File: config.mk
export PLATFORM = sky130hd
export DESIGN_NAME = umsc_top
export DESIGN_NICKNAME = d
export VERILOG_FILES = /design/src/verilog/umsc_pkg.sv /design/src/verilog/umsc_top.sv
export SDC_FILE = /design/constraint.sdc
export NUM_CORES = 1
export LEC_CHECK = 0
export ABC_AREA = 0
export BUFFER_PORTS_ARGS = -buffer_cell sky130_fd_sc_hd__buf_2
export CAP_MARGIN = 10
export CORE_UTILIZATION = 49
export CTS_CLUSTER_DIAMETER = 40
export DETAILED_ROUTE_END_ITERATION = 10
export PLACE_DENSITY = 0.69
export RECOVER_POWER = 25
export SLEW_MARGIN = 20
export SYNTH_ARGS = -nofsm -noshare
export SYNTH_HDL_FRONTEND = slang
export SYNTH_SLANG_ARGS = --single-unit
export TNS_END_PERCENT = 10
File: constraint.sdc
create_clock -name clock -period 3.5 [get_ports clock]
set_input_delay 0.35 -clock clock [delete_from_list [all_inputs] [get_ports clock]]
set_output_delay 0.35 -clock clock [all_outputs]
set_load 0.02 [all_outputs]
File: src/verilog/umsc_pkg.sv
// Purpose: Constants of the serial mode, status and control block
// Assumes: Registers sit on 32-bit classic Wishbone, data in the low 16 bits
// Notes:   Offsets are byte addresses within a 16-byte window
//
// What this block does
// - Receive polarity bit set means a low serial input is idle.
// - Bit period is 4 samples in high-speed mode, 16 otherwise.
// - Frame field: 11 9-bit, 10 8-bit odd, 01 8-bit even, 00 8-bit none.
// - Stop-count select 1 sends two stop bits, 0 sends one.
// - Transmit event on load emptying buffer, on last shift-out, or every load.
// - Transmit inversion sets idle level, reversed when infrared codec is on.
// - Break request sends start, twelve zeros, stop, then clears itself.
// - Transmit enable drives line; clearing aborts, flushes buffer, releases line.
// - Read-only flag shows transmit buffer cannot take another character.
// - Read-only flag shows shift register and transmit buffer both empty.
// - Receive event on buffer reaching four, three, or any characters.
// - In 9-bit mode with detect on, only ninth-bit-set characters are kept.
// - Read-only flag is high while no character is being received.
// - Parity error flag belongs to the character at the buffer head.
// - Framing error flag belongs to the character at the buffer head.
// - Overrun set by hardware, cleared by software; clearing empties receiver.
// - Read-only flag shows at least one receive character is waiting.
// - Module enable off disables the transceiver and releases its pins.
// - Transmit and receive buffers are four-deep first-in first-out queues.
package umsc_pkg;
  localparam logic [3:0]  ADR_MODE    = 4'h0;
  localparam logic [3:0]  ADR_STA     = 4'h4;
  localparam logic [3:0]  ADR_TXD     = 4'h8;
  localparam logic [3:0]  ADR_RXD     = 4'hC;
  localparam logic [15:0] MODE_MASK   = 16'h901F;
  localparam logic [15:0] STA_WMASK   = 16'hECE0;
  localparam int          M_EN        = 15;
  localparam int          M_INFRARED_CODEC_ENABLE      = 12;
  localparam int          M_RXINV     = 4;
  localparam int          M_HIGH_SPEED_BAUD_SELECT      = 3;
  localparam int          M_STOP_COUNT_SELECT     = 0;
  localparam int          S_TXIS1     = 15;
  localparam int          S_TXINV     = 14;
  localparam int          S_TXIS0     = 13;
  localparam int          S_BRK       = 11;
  localparam int          S_TXEN      = 10;
  localparam int          S_TXBF      = 9;
  localparam int          S_TRANSMITTER_EMPTY      = 8;
  localparam int          S_ADDRESS_DETECT_ENABLE     = 5;
  localparam int          S_RECEIVER_IDLE     = 4;
  localparam int          S_PARITY_ERROR_FLAG      = 3;
  localparam int          S_FRAMING_ERROR_FLAG      = 2;
  localparam int          S_OVERRUN_FLAG      = 1;
  localparam int          S_RXDA      = 0;
  localparam logic [1:0]  PD_9N       = 2'h3;
  localparam logic [1:0]  PD_8O       = 2'h2;
  localparam logic [1:0]  PD_8N       = 2'h0;
  localparam logic [1:0]  TXI_EMPTY   = 2'h2;
  localparam logic [1:0]  TXI_DONE    = 2'h1;
  localparam logic [1:0]  TXI_EACH    = 2'h0;
  localparam logic [1:0]  RXI_FULL    = 2'h3;
  localparam logic [1:0]  RXI_3Q      = 2'h2;
  localparam logic [2:0]  RX_LVL_FULL = 3'h4;
  localparam logic [2:0]  RX_LVL_3Q   = 3'h3;
  localparam logic [3:0]  SPB_HI_M1   = 4'h3;
  localparam logic [3:0]  SPB_STD_M1  = 4'hF;
  localparam logic [3:0]  BITS_BRK    = 4'hC;
  localparam logic [3:0]  BITS_9      = 4'h9;
  localparam logic [3:0]  BITS_8      = 4'h8;
  localparam logic [3:0]  IR_PULSE    = 4'h3;
  typedef enum logic [2:0] {
    ST_IDLE  = 3'h0,
    ST_START = 3'h1,
    ST_DATA  = 3'h3,
    ST_PAR   = 3'h2,
    ST_STOP  = 3'h6
  } umsc_state_e;
endpackage : umsc_pkg

File: src/verilog/umsc_top.sv
// Purpose: Serial transceiver with mode, status and control registers
// Assumes: One clock; serial_in is asynchronous and synchronised here
// Notes:   Event outputs are one-cycle pulses, no interrupt logic here
`timescale 1ns/1ns
`default_nettype none
module umsc_top #(
  parameter logic [15:0] BAUD_DIV = 16'h000D,
  parameter int          AW       = 2
) (
  input  wire logic        clock,
  input  wire logic        reset_n,
  input  wire logic        wb_cyc_i,
  input  wire logic        wb_stb_i,
  input  wire logic        wb_we_i,
  input  wire logic [3:0]  wb_adr_i,
  input  wire logic [3:0]  wb_sel_i,
  input  wire logic [31:0] wb_dat_i,
  output logic      [31:0] wb_dat_o,
  output logic             wb_ack_o,
  input  wire logic        serial_in,
  output logic             serial_out,
  output logic             serial_out_oe,
  output logic             tx_event,
  output logic             rx_event
);
  localparam logic [AW:0] DEPTH = {1'b1, {AW{1'b0}}};
  localparam logic [AW:0] ONE   = {{AW{1'b0}}, 1'b1};

  logic [15:0] mode;
  logic [15:0] sta_ctl;
  logic        overrun;
  logic [15:0] baud_cnt;
  logic        tick;
  logic        sync1;
  logic        sync2;

  ////////////////////////////////////////////////////////////////////
  // Wishbone slave
  logic        req;
  logic        wr;
  logic [15:0] wdat;
  logic [15:0] cur;
  logic [15:0] rdat;
  logic        wr_mode;
  logic        wr_sta;
  logic        tx_push;
  logic        rx_pop;
  logic        overrun_flag_clr;

  assign req      = wb_cyc_i & wb_stb_i & ~wb_ack_o;
  assign wr       = req & wb_we_i;
  assign wr_mode  = wr & (wb_adr_i == umsc_pkg::ADR_MODE);
  assign wr_sta   = wr & (wb_adr_i == umsc_pkg::ADR_STA);
  assign cur      = (wb_adr_i == umsc_pkg::ADR_MODE) ? mode : sta_ctl;
  assign wdat     = {wb_sel_i[1] ? wb_dat_i[15:8] : cur[15:8],
                     wb_sel_i[0] ? wb_dat_i[7:0] : cur[7:0]};
  // Overrun can only be cleared by writing zero over a set flag
  assign overrun_flag_clr = wr_sta & wb_sel_i[0] & overrun & ~wb_dat_i[umsc_pkg::S_OVERRUN_FLAG];

  always_ff @(posedge clock or negedge reset_n) begin
    if (!reset_n) begin
      wb_ack_o <= 1'b0;
      wb_dat_o <= 32'h0000_0000;
    end else begin
      wb_ack_o <= req;
      if (req) begin
        wb_dat_o <= {16'h0000, rdat};
      end
    end
  end

  always_ff @(posedge clock or negedge reset_n) begin
    if (!reset_n) begin
      mode <= 16'h0000;
    end else if (wr_mode) begin
      mode <= wdat & umsc_pkg::MODE_MASK;
    end
  end

  ////////////////////////////////////////////////////////////////////
  // Baud sampling tick and input synchroniser
  logic       enabled;
  logic       txen;
  logic [3:0] spb_m1;
  logic       nine;
  logic       par_on;

  assign enabled = mode[umsc_pkg::M_EN];
  assign txen    = enabled & sta_ctl[umsc_pkg::S_TXEN];
  assign spb_m1  = mode[umsc_pkg::M_HIGH_SPEED_BAUD_SELECT] ? umsc_pkg::SPB_HI_M1
                                          : umsc_pkg::SPB_STD_M1;
  assign nine    = (mode[2:1] == umsc_pkg::PD_9N);
  assign par_on  = ~nine & (mode[2:1] != umsc_pkg::PD_8N);
  assign tick    = (baud_cnt == BAUD_DIV - 16'h0001);

  always_ff @(posedge clock or negedge reset_n) begin
    if (!reset_n) begin
      baud_cnt <= 16'h0000;
    end else if (!enabled || tick) begin
      baud_cnt <= 16'h0000;
    end else begin
      baud_cnt <= baud_cnt + 16'h0001;
    end
  end

  always_ff @(posedge clock or negedge reset_n) begin
    if (!reset_n) begin
      sync1 <= 1'b1;
      sync2 <= 1'b1;
    end else begin
      sync1 <= serial_in;
      sync2 <= sync1;
    end
  end

  ////////////////////////////////////////////////////////////////////
  // Transmit queue and shifter
  logic [8:0]            tx_mem [2**AW];
  logic [AW-1:0]         tx_rd;
  logic [AW-1:0]         tx_wr;
  logic [AW:0]           tx_cnt;
  logic                  tx_pop;
  logic                  tx_start;
  logic                  brk;
  umsc_pkg::umsc_state_e tx_st;
  logic [8:0]            tx_sh;
  logic [3:0]            tx_nb;
  logic [3:0]            tx_bc;
  logic [3:0]            tx_ph;
  logic                  tx_par;
  logic                  tx_brk;
  logic                  tx_stop2;
  logic                  tx_bit;
  logic                  tx_bend;
  logic                  tx_done;

  assign tx_push  = wr & (wb_adr_i == umsc_pkg::ADR_TXD) & txen & (tx_cnt != DEPTH);
  assign tx_start = txen & (tx_st == umsc_pkg::ST_IDLE) & (brk | (tx_cnt != '0));
  assign tx_pop   = tx_start & ~brk;
  assign tx_bend  = tick & (tx_ph == spb_m1);
  assign tx_done  = tx_bend & (tx_st == umsc_pkg::ST_STOP) &
                    ~(mode[umsc_pkg::M_STOP_COUNT_SELECT] & ~tx_stop2);

  always_ff @(posedge clock or negedge reset_n) begin
    if (!reset_n) begin
      tx_rd  <= '0;
      tx_wr  <= '0;
      tx_cnt <= '0;
    end else if (!txen) begin
      tx_rd  <= '0;
      tx_wr  <= '0;
      tx_cnt <= '0;
    end else begin
      if (tx_push) begin
        tx_mem[tx_wr] <= wb_dat_i[8:0];
        tx_wr         <= tx_wr + 1'b1;
      end
      if (tx_pop) begin
        tx_rd <= tx_rd + 1'b1;
      end
      tx_cnt <= tx_cnt + (tx_push ? ONE : '0) - (tx_pop ? ONE : '0);
    end
  end

  always_comb begin
    unique case (tx_st)
      umsc_pkg::ST_START: tx_bit = 1'b0;
      umsc_pkg::ST_DATA:  tx_bit = tx_sh[0];
      umsc_pkg::ST_PAR:   tx_bit = tx_par;
      umsc_pkg::ST_STOP:  tx_bit = 1'b1;
      default:            tx_bit = 1'b1;
    endcase
  end

  always_ff @(posedge clock or negedge reset_n) begin
    if (!reset_n) begin
      tx_st    <= umsc_pkg::ST_IDLE;
      tx_sh    <= 9'h000;
      tx_nb    <= 4'h0;
      tx_bc    <= 4'h0;
      tx_ph    <= 4'h0;
      tx_par   <= 1'b0;
      tx_brk   <= 1'b0;
      tx_stop2 <= 1'b0;
    end else if (!txen) begin
      tx_st  <= umsc_pkg::ST_IDLE;
      tx_brk <= 1'b0;
    end else if (tx_start) begin
      tx_st    <= umsc_pkg::ST_START;
      tx_ph    <= 4'h0;
      tx_bc    <= 4'h0;
      tx_stop2 <= 1'b0;
      tx_brk   <= brk;
      tx_sh    <= brk ? 9'h000 : tx_mem[tx_rd];
      tx_nb    <= brk ? umsc_pkg::BITS_BRK
                      : (nine ? umsc_pkg::BITS_9 : umsc_pkg::BITS_8);
      tx_par   <= (^tx_mem[tx_rd][7:0]) ^ (mode[2:1] == umsc_pkg::PD_8O);
    end else if (tick) begin
      tx_ph <= tx_bend ? 4'h0 : tx_ph + 4'h1;
      if (tx_bend) begin
        unique case (tx_st)
          umsc_pkg::ST_START: tx_st <= umsc_pkg::ST_DATA;
          umsc_pkg::ST_DATA: begin
            tx_sh <= {1'b0, tx_sh[8:1]};
            tx_bc <= tx_bc + 4'h1;
            if (tx_bc == tx_nb - 4'h1) begin
              tx_st <= (par_on & ~tx_brk) ? umsc_pkg::ST_PAR : umsc_pkg::ST_STOP;
            end
          end
          umsc_pkg::ST_PAR:  tx_st <= umsc_pkg::ST_STOP;
          umsc_pkg::ST_STOP: begin
            tx_stop2 <= 1'b1;
            if (tx_done) begin
              tx_st <= umsc_pkg::ST_IDLE;
            end
          end
          default: tx_st <= umsc_pkg::ST_IDLE;
        endcase
      end
    end
  end

  ////////////////////////////////////////////////////////////////////
  // Status and control register
  logic brk_clr;

  assign brk     = sta_ctl[umsc_pkg::S_BRK];
  assign brk_clr = tx_done & tx_brk;

  always_ff @(posedge clock or negedge reset_n) begin
    if (!reset_n) begin
      sta_ctl <= 16'h0000;
    end else begin
      if (wr_sta) begin
        sta_ctl <= wdat & umsc_pkg::STA_WMASK;
      end
      // A software set in the same cycle wins over the self-clear
      if (brk_clr && !(wr_sta && wdat[umsc_pkg::S_BRK])) begin
        sta_ctl[umsc_pkg::S_BRK] <= 1'b0;
      end
    end
  end

  ////////////////////////////////////////////////////////////////////
  // Receiver
  logic [10:0]           rx_mem [2**AW];
  logic [AW-1:0]         rx_rd;
  logic [AW-1:0]         rx_wr;
  logic [AW:0]           rx_cnt;
  logic [AW:0]           rx_lvl;
  umsc_pkg::umsc_state_e rx_st;
  logic [8:0]            rsr;
  logic [3:0]            rx_bc;
  logic [3:0]            rx_ph;
  logic                  rx_parity_error_flag;
  logic                  rxd;
  logic                  rx_samp;
  logic                  rx_end;
  logic                  rx_keep;
  logic                  rx_push;
  logic [8:0]            rx_char;

  assign rxd     = sync2 ^ mode[umsc_pkg::M_RXINV];
  assign rx_samp = tick & (rx_ph == ((rx_st == umsc_pkg::ST_START) ?
                                     {1'b0, spb_m1[3:1]} + 4'h1 : spb_m1));
  assign rx_end  = rx_samp & (rx_st == umsc_pkg::ST_STOP);
  assign rx_char = nine ? rsr : {1'b0, rsr[8:1]};
  // Overrun holds off every transfer so the queued characters survive
  assign rx_keep = ~overrun & ~(sta_ctl[umsc_pkg::S_ADDRESS_DETECT_ENABLE] & nine & ~rsr[8]);
  assign rx_push = rx_end & rx_keep & (rx_cnt != DEPTH);
  assign rx_pop  = req & ~wb_we_i & (wb_adr_i == umsc_pkg::ADR_RXD) & (rx_cnt != '0);
  assign rx_lvl  = rx_cnt + ONE - (rx_pop ? ONE : '0);

  always_ff @(posedge clock or negedge reset_n) begin
    if (!reset_n) begin
      rx_st   <= umsc_pkg::ST_IDLE;
      rsr     <= 9'h000;
      rx_bc   <= 4'h0;
      rx_ph   <= 4'h0;
      rx_parity_error_flag <= 1'b0;
    end else if (!enabled || overrun_flag_clr) begin
      rx_st <= umsc_pkg::ST_IDLE;
      rsr   <= 9'h000;
    end else if (rx_st == umsc_pkg::ST_IDLE) begin
      rx_ph <= 4'h0;
      rx_bc <= 4'h0;
      if (!rxd) begin
        rx_st <= umsc_pkg::ST_START;
      end
    end else if (tick) begin
      rx_ph <= rx_samp ? 4'h0 : rx_ph + 4'h1;
      if (rx_samp) begin
        unique case (rx_st)
          umsc_pkg::ST_START: rx_st <= rxd ? umsc_pkg::ST_IDLE : umsc_pkg::ST_DATA;
          umsc_pkg::ST_DATA: begin
            rsr   <= {rxd, rsr[8:1]};
            rx_bc <= rx_bc + 4'h1;
            rx_parity_error_flag <= 1'b0;
            if (rx_bc == (nine ? umsc_pkg::BITS_9 : umsc_pkg::BITS_8) - 4'h1) begin
              rx_st <= par_on ? umsc_pkg::ST_PAR : umsc_pkg::ST_STOP;
            end
          end
          umsc_pkg::ST_PAR: begin
            rx_parity_error_flag <= rxd ^ (^rsr[8:1]) ^ (mode[2:1] == umsc_pkg::PD_8O);
            rx_st   <= umsc_pkg::ST_STOP;
          end
          umsc_pkg::ST_STOP: rx_st <= umsc_pkg::ST_IDLE;
          default:           rx_st <= umsc_pkg::ST_IDLE;
        endcase
      end
    end
  end

  always_ff @(posedge clock or negedge reset_n) begin
    if (!reset_n) begin
      rx_rd  <= '0;
      rx_wr  <= '0;
      rx_cnt <= '0;
    end else if (overrun_flag_clr || !enabled) begin
      rx_rd  <= '0;
      rx_wr  <= '0;
      rx_cnt <= '0;
    end else begin
      if (rx_push) begin
        rx_mem[rx_wr] <= {~rxd, rx_parity_error_flag, rx_char};
        rx_wr         <= rx_wr + 1'b1;
      end
      if (rx_pop) begin
        rx_rd <= rx_rd + 1'b1;
      end
      rx_cnt <= rx_cnt + (rx_push ? ONE : '0) - (rx_pop ? ONE : '0);
    end
  end

  always_ff @(posedge clock or negedge reset_n) begin
    if (!reset_n) begin
      overrun <= 1'b0;
    end else if (rx_end && rx_keep && rx_cnt == DEPTH) begin
      overrun <= 1'b1;
    end else if (overrun_flag_clr) begin
      overrun <= 1'b0;
    end
  end

  ////////////////////////////////////////////////////////////////////
  // Read mux, events and line driver
  logic [10:0] rx_head;

  assign rx_head = (rx_cnt != '0) ? rx_mem[rx_rd] : 11'h000;

  always_comb begin
    rdat = 16'h0000;
    unique case (wb_adr_i)
      umsc_pkg::ADR_MODE: rdat = mode;
      umsc_pkg::ADR_STA: begin
        rdat = sta_ctl;
        rdat[umsc_pkg::S_TXBF]  = (tx_cnt == DEPTH);
        rdat[umsc_pkg::S_TRANSMITTER_EMPTY]  = (tx_st == umsc_pkg::ST_IDLE) & (tx_cnt == '0);
        rdat[umsc_pkg::S_RECEIVER_IDLE] = (rx_st == umsc_pkg::ST_IDLE);
        rdat[umsc_pkg::S_PARITY_ERROR_FLAG]  = rx_head[9];
        rdat[umsc_pkg::S_FRAMING_ERROR_FLAG]  = rx_head[10];
        rdat[umsc_pkg::S_OVERRUN_FLAG]  = overrun;
        rdat[umsc_pkg::S_RXDA]  = (rx_cnt != '0);
      end
      umsc_pkg::ADR_RXD:  rdat = {7'h00, rx_head[8:0]};
      default:            rdat = 16'h0000;
    endcase
  end

  always_ff @(posedge clock or negedge reset_n) begin
    if (!reset_n) begin
      tx_event <= 1'b0;
    end else begin
      unique case ({sta_ctl[umsc_pkg::S_TXIS1], sta_ctl[umsc_pkg::S_TXIS0]})
        umsc_pkg::TXI_EACH:  tx_event <= tx_pop;
        umsc_pkg::TXI_EMPTY: tx_event <= tx_pop & (tx_cnt == ONE) & ~tx_push;
        umsc_pkg::TXI_DONE:  tx_event <= tx_done & (tx_cnt == '0);
        default:             tx_event <= 1'b0;
      endcase
    end
  end

  always_ff @(posedge clock or negedge reset_n) begin
    if (!reset_n) begin
      rx_event <= 1'b0;
    end else begin
      unique case (sta_ctl[7:6])
        umsc_pkg::RXI_FULL: rx_event <= rx_push & (rx_lvl == umsc_pkg::RX_LVL_FULL);
        umsc_pkg::RXI_3Q:   rx_event <= rx_push & (rx_lvl == umsc_pkg::RX_LVL_3Q);
        default:            rx_event <= rx_push;
      endcase
    end
  end

  // Infrared pulse covers the first three sample periods of each zero bit (3/16 of a bit, 3/4 in high-speed mode)
  always_ff @(posedge clock or negedge reset_n) begin
    if (!reset_n) begin
      serial_out    <= 1'b1;
      serial_out_oe <= 1'b0;
    end else begin
      serial_out_oe <= txen;
      if (mode[umsc_pkg::M_INFRARED_CODEC_ENABLE]) begin
        serial_out <= (~tx_bit & (tx_ph < umsc_pkg::IR_PULSE)) ^ sta_ctl[umsc_pkg::S_TXINV];
      end else begin
        serial_out <= tx_bit ^ sta_ctl[umsc_pkg::S_TXINV];
      end
    end
  end

  ////////////////////////////////////////////////////////////////////
  // Checks
  a_ack_next: assert property (@(posedge clock) disable iff (!reset_n)
    req |=> wb_ack_o ##1 !wb_ack_o) else $error("ack not one cycle");
  a_tx_idle_level: assert property (@(posedge clock) disable iff (!reset_n)
    (txen && tx_st == umsc_pkg::ST_IDLE && !tx_start && !mode[umsc_pkg::M_INFRARED_CODEC_ENABLE]) |=>
    serial_out == !$past(sta_ctl[umsc_pkg::S_TXINV])) else $error("bad tx idle");
  a_txen_flush: assert property (@(posedge clock) disable iff (!reset_n)
    !txen |=> (tx_cnt == '0 && tx_st == umsc_pkg::ST_IDLE && !serial_out_oe))
    else $error("tx not flushed");
  a_tx_no_overfill: assert property (@(posedge clock) disable iff (!reset_n)
    tx_cnt <= DEPTH) else $error("tx overfill");
  a_break_clear: assert property (@(posedge clock) disable iff (!reset_n)
    (brk_clr && !wr_sta) |=> !brk) else $error("break not cleared");
  a_break_zeros: assert property (@(posedge clock) disable iff (!reset_n)
    (tx_start && brk) |=> tx_nb == umsc_pkg::BITS_BRK) else $error("break length");
  a_phase_bound: assert property (@(posedge clock) disable iff (!reset_n)
    tx_ph <= spb_m1 || $changed(mode[umsc_pkg::M_HIGH_SPEED_BAUD_SELECT]) || $past(tx_ph > spb_m1))
    else $error("phase beyond bit");
  a_overrun_hold: assert property (@(posedge clock) disable iff (!reset_n)
    (overrun && !overrun_flag_clr) |=> rx_cnt <= $past(rx_cnt)) else $error("push in overrun");
  a_overrun_flush: assert property (@(posedge clock) disable iff (!reset_n)
    overrun_flag_clr |=> (rx_cnt == '0 && !overrun && rx_st == umsc_pkg::ST_IDLE))
    else $error("overrun clear no flush");
  a_rx_addr: assert property (@(posedge clock) disable iff (!reset_n)
    (rx_end && nine && sta_ctl[umsc_pkg::S_ADDRESS_DETECT_ENABLE] && !rsr[8]) |-> !rx_push)
    else $error("data kept in address mode");
  a_rx_event_lvl: assert property (@(posedge clock) disable iff (!reset_n)
    (rx_push && sta_ctl[7:6] == umsc_pkg::RXI_FULL && rx_lvl != umsc_pkg::RX_LVL_FULL)
    |=> !rx_event) else $error("early rx event");
endmodule : umsc_top
`default_nettype wire

==> results.ini, run 1 <==
[run_status]
outcome=complete, no violations

[yosys]
synth_cell_type_count=82
ys_seq_area_frac=0.569
async_reset_ff_frac=0.592
synth_most_common_cell=dfrtp_1
syn_area_per_cell_sq_um=12.6
syn_area_sq_mm=0.00933
yosys.area_share.simple=0.146
synthAdderAreaFrac=0.0351
synthCells=738
synth.area.mux_share=0.0914
synth_common_cells=113 x dfrtp_1, 80 x edfxtp_1, 70 x nand2_1
synth_edf_count=80
synth_flop_cell=dfrtp_1
synth_xor_xnor_area_share=0.0469
ys_seq_elements=196
yosysWarnings=0
synth_top_area_cell=dfrtp_1
synth.top_cell.area_share=0.303
synth_top_family_by_area=simple AND/OR/NAND/NOR gates
synthTopCellsByArea=dfrtp_1 30%, edfxtp_1 26%, mux4_2 4.8%, ha_1 3.1%, mux2_2 2.9%
synth-compound-area-share=0.0739

[sta]
fin_setup_tns_ns=0
max_slew_margin=0.133
finalHoldViolCount=0
post-route-min-period_ns=3.16
fmaxAchievable_mhz=316
skew_ns=0.00894
rsz0062_at_grt=false
post-route-period-util=0.904
holdWs_ns=0.147
maxSlewViolCount=0
worstMarginPinSlew_ns=1.30
worst_slack_ns=0.338
finalSetupViolations=0

[finish]
area_growth_pct=11.6
post-route-cell-area_sq_mm=0.0104
n_fill_cell=1517
fin_nets=866
seq_area_sq_mm=0.00531
drive_above_1_share=0.203
multi_input_comb_area_sq_mm=0.00375
n_antenna_cell=0

[routing]
drt-pass1-iter-count=5
drt.antenna.violating_nets=0
route.final.wire_length_mm=19.5
vias=5970
drt_iter0_drc=417
via_per_inst=5.73
route.detailed.drc=0
drt-wirelength-per-cell_um=18.7

[floorplanning]
initial_core_util=0.499
die_width_um=140
dieHeight_um=140
pin_count=83
rows=50
coreArea_sq_mm=0.0187
dieArea_sq_mm=0.0196

[run]
maxCapViolCount=0

[cts]
post_cts_resized=0
numClockSinks=196
root_buffer=clkbuf_16
post-cts-setup-buffer-count=0
clock_latency_ns=0.44
cts_tree=yes
cts_buffer_depth=2
htree_levels=4
clkTransAtPathRegs_ns=0.07
cts_hold_buf=2
numCtsBuffers=17

[placed_design]
place_ws_ns=0.356
dp_hpwl_mm=14.1
gp_congestion=0.825
placedInstanceArea_sq_mm=0.00979
portBuffers=47

[power]
p_seq_frac=0.530
worst_ir_drop_vdd_v=0.000361
p_int_uw=3490
power_density_mw_per_mm2=442
combPwrFrac=0.045
power_uw=4600
swShare=0.240
leakagePower_uw=0.00438
p_switching_uw=1100
power_frac_clock=0.424

[global_route]
grt_pass1_wl_mm=31.5
grt_remaining_overflow=0
grt_max_degree=78
grt_antenna_before_repair=0
grt_usage=0.212
grt_pass1_vias=6118

[worst_setup_path]
slowest_stage=dfrtp_1
crit_arrival_ns=3.48
path_cells=nor3b_4, xnor2_1, o31a_4, nor3_4, inv_2, ha_1, inv_1, ha_1, inv_1, fa_1, xor2_1, xnor2_1, nor2_1
path_class=reg -> reg
critPathCaptureType=register
start_kind=register
max_stage_delay_ns=0.48
crit_required_ns=3.82
crit_fanout=8

[hold_path]
min_path_type=in -> reg

-- worst paths after layout --
check,slack [ns],cells after the start,start,to
worst max-delay path,0.34,13,rx_st[2],rx_cnt[2]
max in group asynchronous,1.25,4,reset_n,serial_out
worst max register to register,0.34,13,rx_st[2],rx_cnt[2]
min in group asynchronous,0.48,2,reset_n,rx_wr[1]
worst min-delay path,0.15,2,wb_dat_i[13],sta_ctl[13]
worst min register to register,0.37,0,sync1,sync2
-- cell type report --
cell class	count	area share
Timing Repair Buffer	65	0.0358
Inverter	23	0.00829
Clock inverter	14	0.0161
Tap cell	234	0.0281
Clock buffer	18	0.0412
Sequential cell	196	0.510
Multi-Input combinational cell	492	0.360
-- registers in the layout, summed over array words and instances, names as in the netlist, 3 cells and up --
name,count
tx_st,3
tx_ph,4
rx_ph,4
tx_nb,3
rsr,9
rx_mem,44
sta_ctl,8
tx_cnt,3
tx_mem,36
wb_dat_o,16
mode,7
baud_cnt,16
rx_st,3
rx_cnt,3
rx_bc,4
tx_bc,4
tx_sh,9
-- power groups by stage --
stage | Sequential, uW | Clock, uW | Combinational [uW]
after global routing | 2440 | 2060 | 229
after global placement | 2480 | 0 | 201
after floorplan | 2480 | 0 | 126
final | 2440 | 1950 | 209
after detailed placement | 2480 | 0 | 208
after CTS | 2440 | 1980 | 211
-- cells in the final DEF, fill, tap and decap left out, types with 4 or more instances in the layout --
master	instances
a21oi_1	12
a221o_1	8
a22o_1	11
a22oi_1	4
and2_1	5
and3_1	12
and4_1	6
buf_2	37
buf_4	12
clkbuf_1	13
clkbuf_16	17
conb_1	16
dfrtp_1	113
edfxtp_1	80
ha_1	23
inv_1	21
inv_6	5
mux2_2	24
mux2i_1	11
mux4_2	20
nand2_1	70
nand2b_1	4
nand3_1	28
nand3b_1	6
nor2_1	59
nor2_2	9
nor2b_1	4
nor3_1	12
o21ai_0	27
o21ai_1	5
xnor2_1	28
xor2_1	22
-- logic make-up (layout without fill, tap and decap cells) --
family | count (synthesis) | count (layout)
xor+xnor | 50 | 50
simple gates | 249 | 249
mux | 57 | 57
flops | 196 | 196
other cells | 1 | 16
compound gates | 95 | 95
fa+ha+maj | 25 | 25
buf+inv | 65 | 120
-- stage by stage --
stage / std cells / util
2_1_floorplan: 753 / -
3_3_place_gp: 1007 / 0.523
3_5_place_dp: 1007 / 0.523
4_1_cts: 1041 / 0.556
5_1_grt: 1042 / 0.557
6_report: 1042 / 0.557
-- worst max-delay path: cells and delay by family, from the launching register on --
family,cells,cell delay (ns)
adders and majority gates,3,0.79
AOI/OAI and AO/OA,1,0.40
and+or+nand+nor,3,0.72
buffers and inverters,3,0.18
DFF,1,0.48
xor gates and xnor gates,3,0.46
-- routing by layer --
metal,vias up,track usage,share of wire
li1,2768,-,-
met1,3048,0.266,0.44
met2,118,0.362,0.51
met3,36,0.0397,0.028
met4,0,0.0844,0.025
met5,-,0,0
(Power assumes the default switching activity.)
==> run 2: changes to the inputs <==
- CORE_UTILIZATION: 49 -> 60
- HOLD_SLACK_MARGIN: unset -> 0.05
- PLACE_DENSITY: 0.69 -> 0.81
==> run 2 against run 1 <==
Net effect: first-iteration DRC count rose by 23%; combinational power fell by 5%; non-clock buffer count fell by 3; clock skew rose by 0.0023 ns; total power fell by 2.0%; sequential cell count did not move; via count rose by 1.9%; global-route usage rose by 5.2 points; highest routed layer unchanged.
==> results.ini, run 2 (synthesis gave the netlist of run 1 again) <==
[power]
leakagePower_uw=0.00425  ; was 0.00438 uW
power_density_mw_per_mm2=439  ; was 442 mW/mm^2
p_switching_uw=1040  ; was 1100 uW
p_int_uw=3470  ; was 3490 uW
power_uw=4500  ; was 4600 uW
combPwrFrac=0.044  ; was 0.045
swShare=0.230  ; was 0.240
p_seq_frac=0.542  ; was 0.530
power_frac_clock=0.414  ; was 0.424
worst_ir_drop_vdd_v=0.000401  ; was 0.000361 V

[cts]
numCtsBuffers=17  ; unchanged
clkTransAtPathRegs_ns=0.07  ; about the same
cts_tree=yes  ; unchanged
htree_levels=4  ; unchanged
root_buffer=clkbuf_16  ; unchanged
numClockSinks=196  ; unchanged
post-cts-setup-buffer-count=0  ; unchanged
cts_buffer_depth=2  ; unchanged
clock_latency_ns=0.44  ; about the same

[routing]
route.final.wire_length_mm=19.6  ; was 19.5 mm
drt-pass1-iter-count=5  ; unchanged
drt.antenna.violating_nets=0  ; unchanged
via_per_inst=6.13  ; was 5.73
drt-wirelength-per-cell_um=19.7  ; was 18.7 um
route.detailed.drc=0  ; unchanged
drt_iter0_drc=513  ; was 417
vias=6086  ; was 5,970

[global_route]
grt_pass1_vias=6092  ; was 6,118
grt_usage=0.263  ; was 0.212
grt_antenna_before_repair=0  ; unchanged
grt_max_degree=56  ; was 78
grt_pass1_wl_mm=31.9  ; was 31.5 mm
grt_remaining_overflow=0  ; unchanged

[worst_setup_path]
path_cells=nor3b_4, xnor2_1, o31a_4, nor3_4, inv_2, ha_1, inv_1, ha_1, inv_1, fa_1, xor2_1, xnor2_1, nor2_1  ; unchanged
start_kind=register  ; unchanged
path_class=reg -> reg  ; unchanged
r2r-start=rx_st[0]  ; was rx_st[2]
path_buf_inv=3  ; unchanged
crit_fanout=9  ; was 8
max_stage_delay_ns=0.49  ; was 0.48 ns
crit_family=adder cells  ; unchanged
crit_arrival_ns=3.51  ; was 3.48 ns
critPathCaptureType=register  ; unchanged
slowest_stage=dfrtp_1  ; unchanged
r2r-end=rx_cnt[2]  ; unchanged
r2r_cells=13  ; unchanged
crit_required_ns=3.80  ; was 3.82 ns
r2r_slack_ns=0.28  ; was 0.34 ns

[hold_path]
worst_hold_startpoint=wb_dat_i[13]  ; unchanged
whs_path_depth=2  ; unchanged
hold_end=sta_ctl[13]  ; unchanged
min_path_type=in -> reg  ; unchanged

[sta]
fmaxAchievable_mhz=311  ; was 316 MHz
fin_setup_tns_ns=0  ; unchanged
maxSlewViolCount=0  ; unchanged
skew_ns=0.0113  ; was 0.00894 ns
max_slew_margin=0.314  ; was 0.133
worstMarginPinSlew_ns=1.03  ; was 1.30 ns
holdWs_ns=0.144  ; was 0.147 ns
worst_slack_ns=0.285  ; was 0.338 ns
finalHoldViolCount=0  ; unchanged
post-route-min-period_ns=3.22  ; was 3.16 ns
rsz0062_at_grt=false  ; unchanged
post-route-period-util=0.919  ; was 0.904
finalSetupViolations=0  ; unchanged

[placed_design]
portBuffers=47  ; unchanged
gp_congestion=0.861  ; was 0.825
dp_hpwl_mm=13.7  ; was 14.1 mm
place_ws_ns=0.341  ; was 0.356 ns

[finish]
largest_reg_flops=44  ; unchanged
reg_top3=rx_mem x44, tx_mem x36  ; unchanged
n_fill_cell=1071  ; was 1,517
drive_above_1_share=0.173  ; was 0.203
top_register=rx_mem  ; unchanged
layout_commonest_cell=dfrtp_1  ; unchanged
fin_nets=863  ; was 866
n_antenna_cell=0  ; unchanged
area_growth_pct=9.87  ; was 11.6%
post-route-util=0.674  ; was 0.557
layout_common_cells=113 x dfrtp_1, 80 x edfxtp_1, 70 x nand2_1, 59 x nor2_1, 34 x clkbuf_1  ; was 113 x dfrtp_1, 80 x edfxtp_1, 70 x nand2_1, 59 x nor2_1, 37 x buf_2

[floorplanning]
dieArea_sq_mm=0.0161  ; was 0.0196 sq mm
rows=45  ; was 50
pin_count=83  ; unchanged
die_width_um=127  ; was 140 um
initial_core_util=0.614  ; was 0.499
coreArea_sq_mm=0.0152  ; was 0.0187 sq mm
dieHeight_um=127  ; was 140 um

[run]
maxCapViolCount=0  ; unchanged

[run_status]
outcome=complete, no violations  ; unchanged

[run 2: routing by layer]
metal,share of wire,vias to the layer above,GRT usage,routed length (um)
met5,0,-,0,0
met4,0.027,0,0.114,533
met3,0.054,38,0.0468,1050
met2,0.51,225,0.447,9970
met1,0.41,3072,0.336,8030
li1,-,2751,-,-
[run 2: layout make-up]
cell class,count,area (sq um),area share
inverters,23,86.3,0.00842
flip-flops and latches,196,5310,0.518
multi-input cells,492,3750,0.366
clock buffers,19,433,0.0422
clock inverters,13,129,0.0126
repair buffers,62,308,0.0300
well taps,188,235,0.0229
[run 2: worst max path at each step]
stage,slack (ns),endpoint,cells after the start,start
floorplan,0.61,rx_cnt[2],14,rx_st[0]
global placement,0.46,rx_cnt[2],15,baud_cnt[0]
detailed placement,0.34,rx_cnt[2],15,baud_cnt[0]
CTS,0.30,rx_cnt[2],15,baud_cnt[0]
global route,0.07,rx_cnt[2],15,baud_cnt[0]
finish,0.28,rx_cnt[2],13,rx_st[0]
[run 2: power groups by stage]
| stage | clock network (uW) | logic (uW) | registers (uW) |
|---|---|---|---|
| after floorplan | 0 | 126 | 2480 |
| after global placement | 0 | 194 | 2480 |
| after detailed placement | 0 | 200 | 2480 |
| after CTS | 1890 | 204 | 2440 |
| after global routing | 1970 | 219 | 2440 |
| final | 1870 | 199 | 2440 |
[run 2: per-stage QoR]
stage                     std cells  cell area, sq um
final                           993             10300
after global routing            993             10300
after CTS                       993             10300
after detailed placement        959              9720
after global placement          959              9720
after floorplan                 753              9390
[run 2: repair_timing]
action,in CTS,in global routing
gates resized for setup,0,0
endpoints found under the hold margin,27,0
hold buffers,2,0
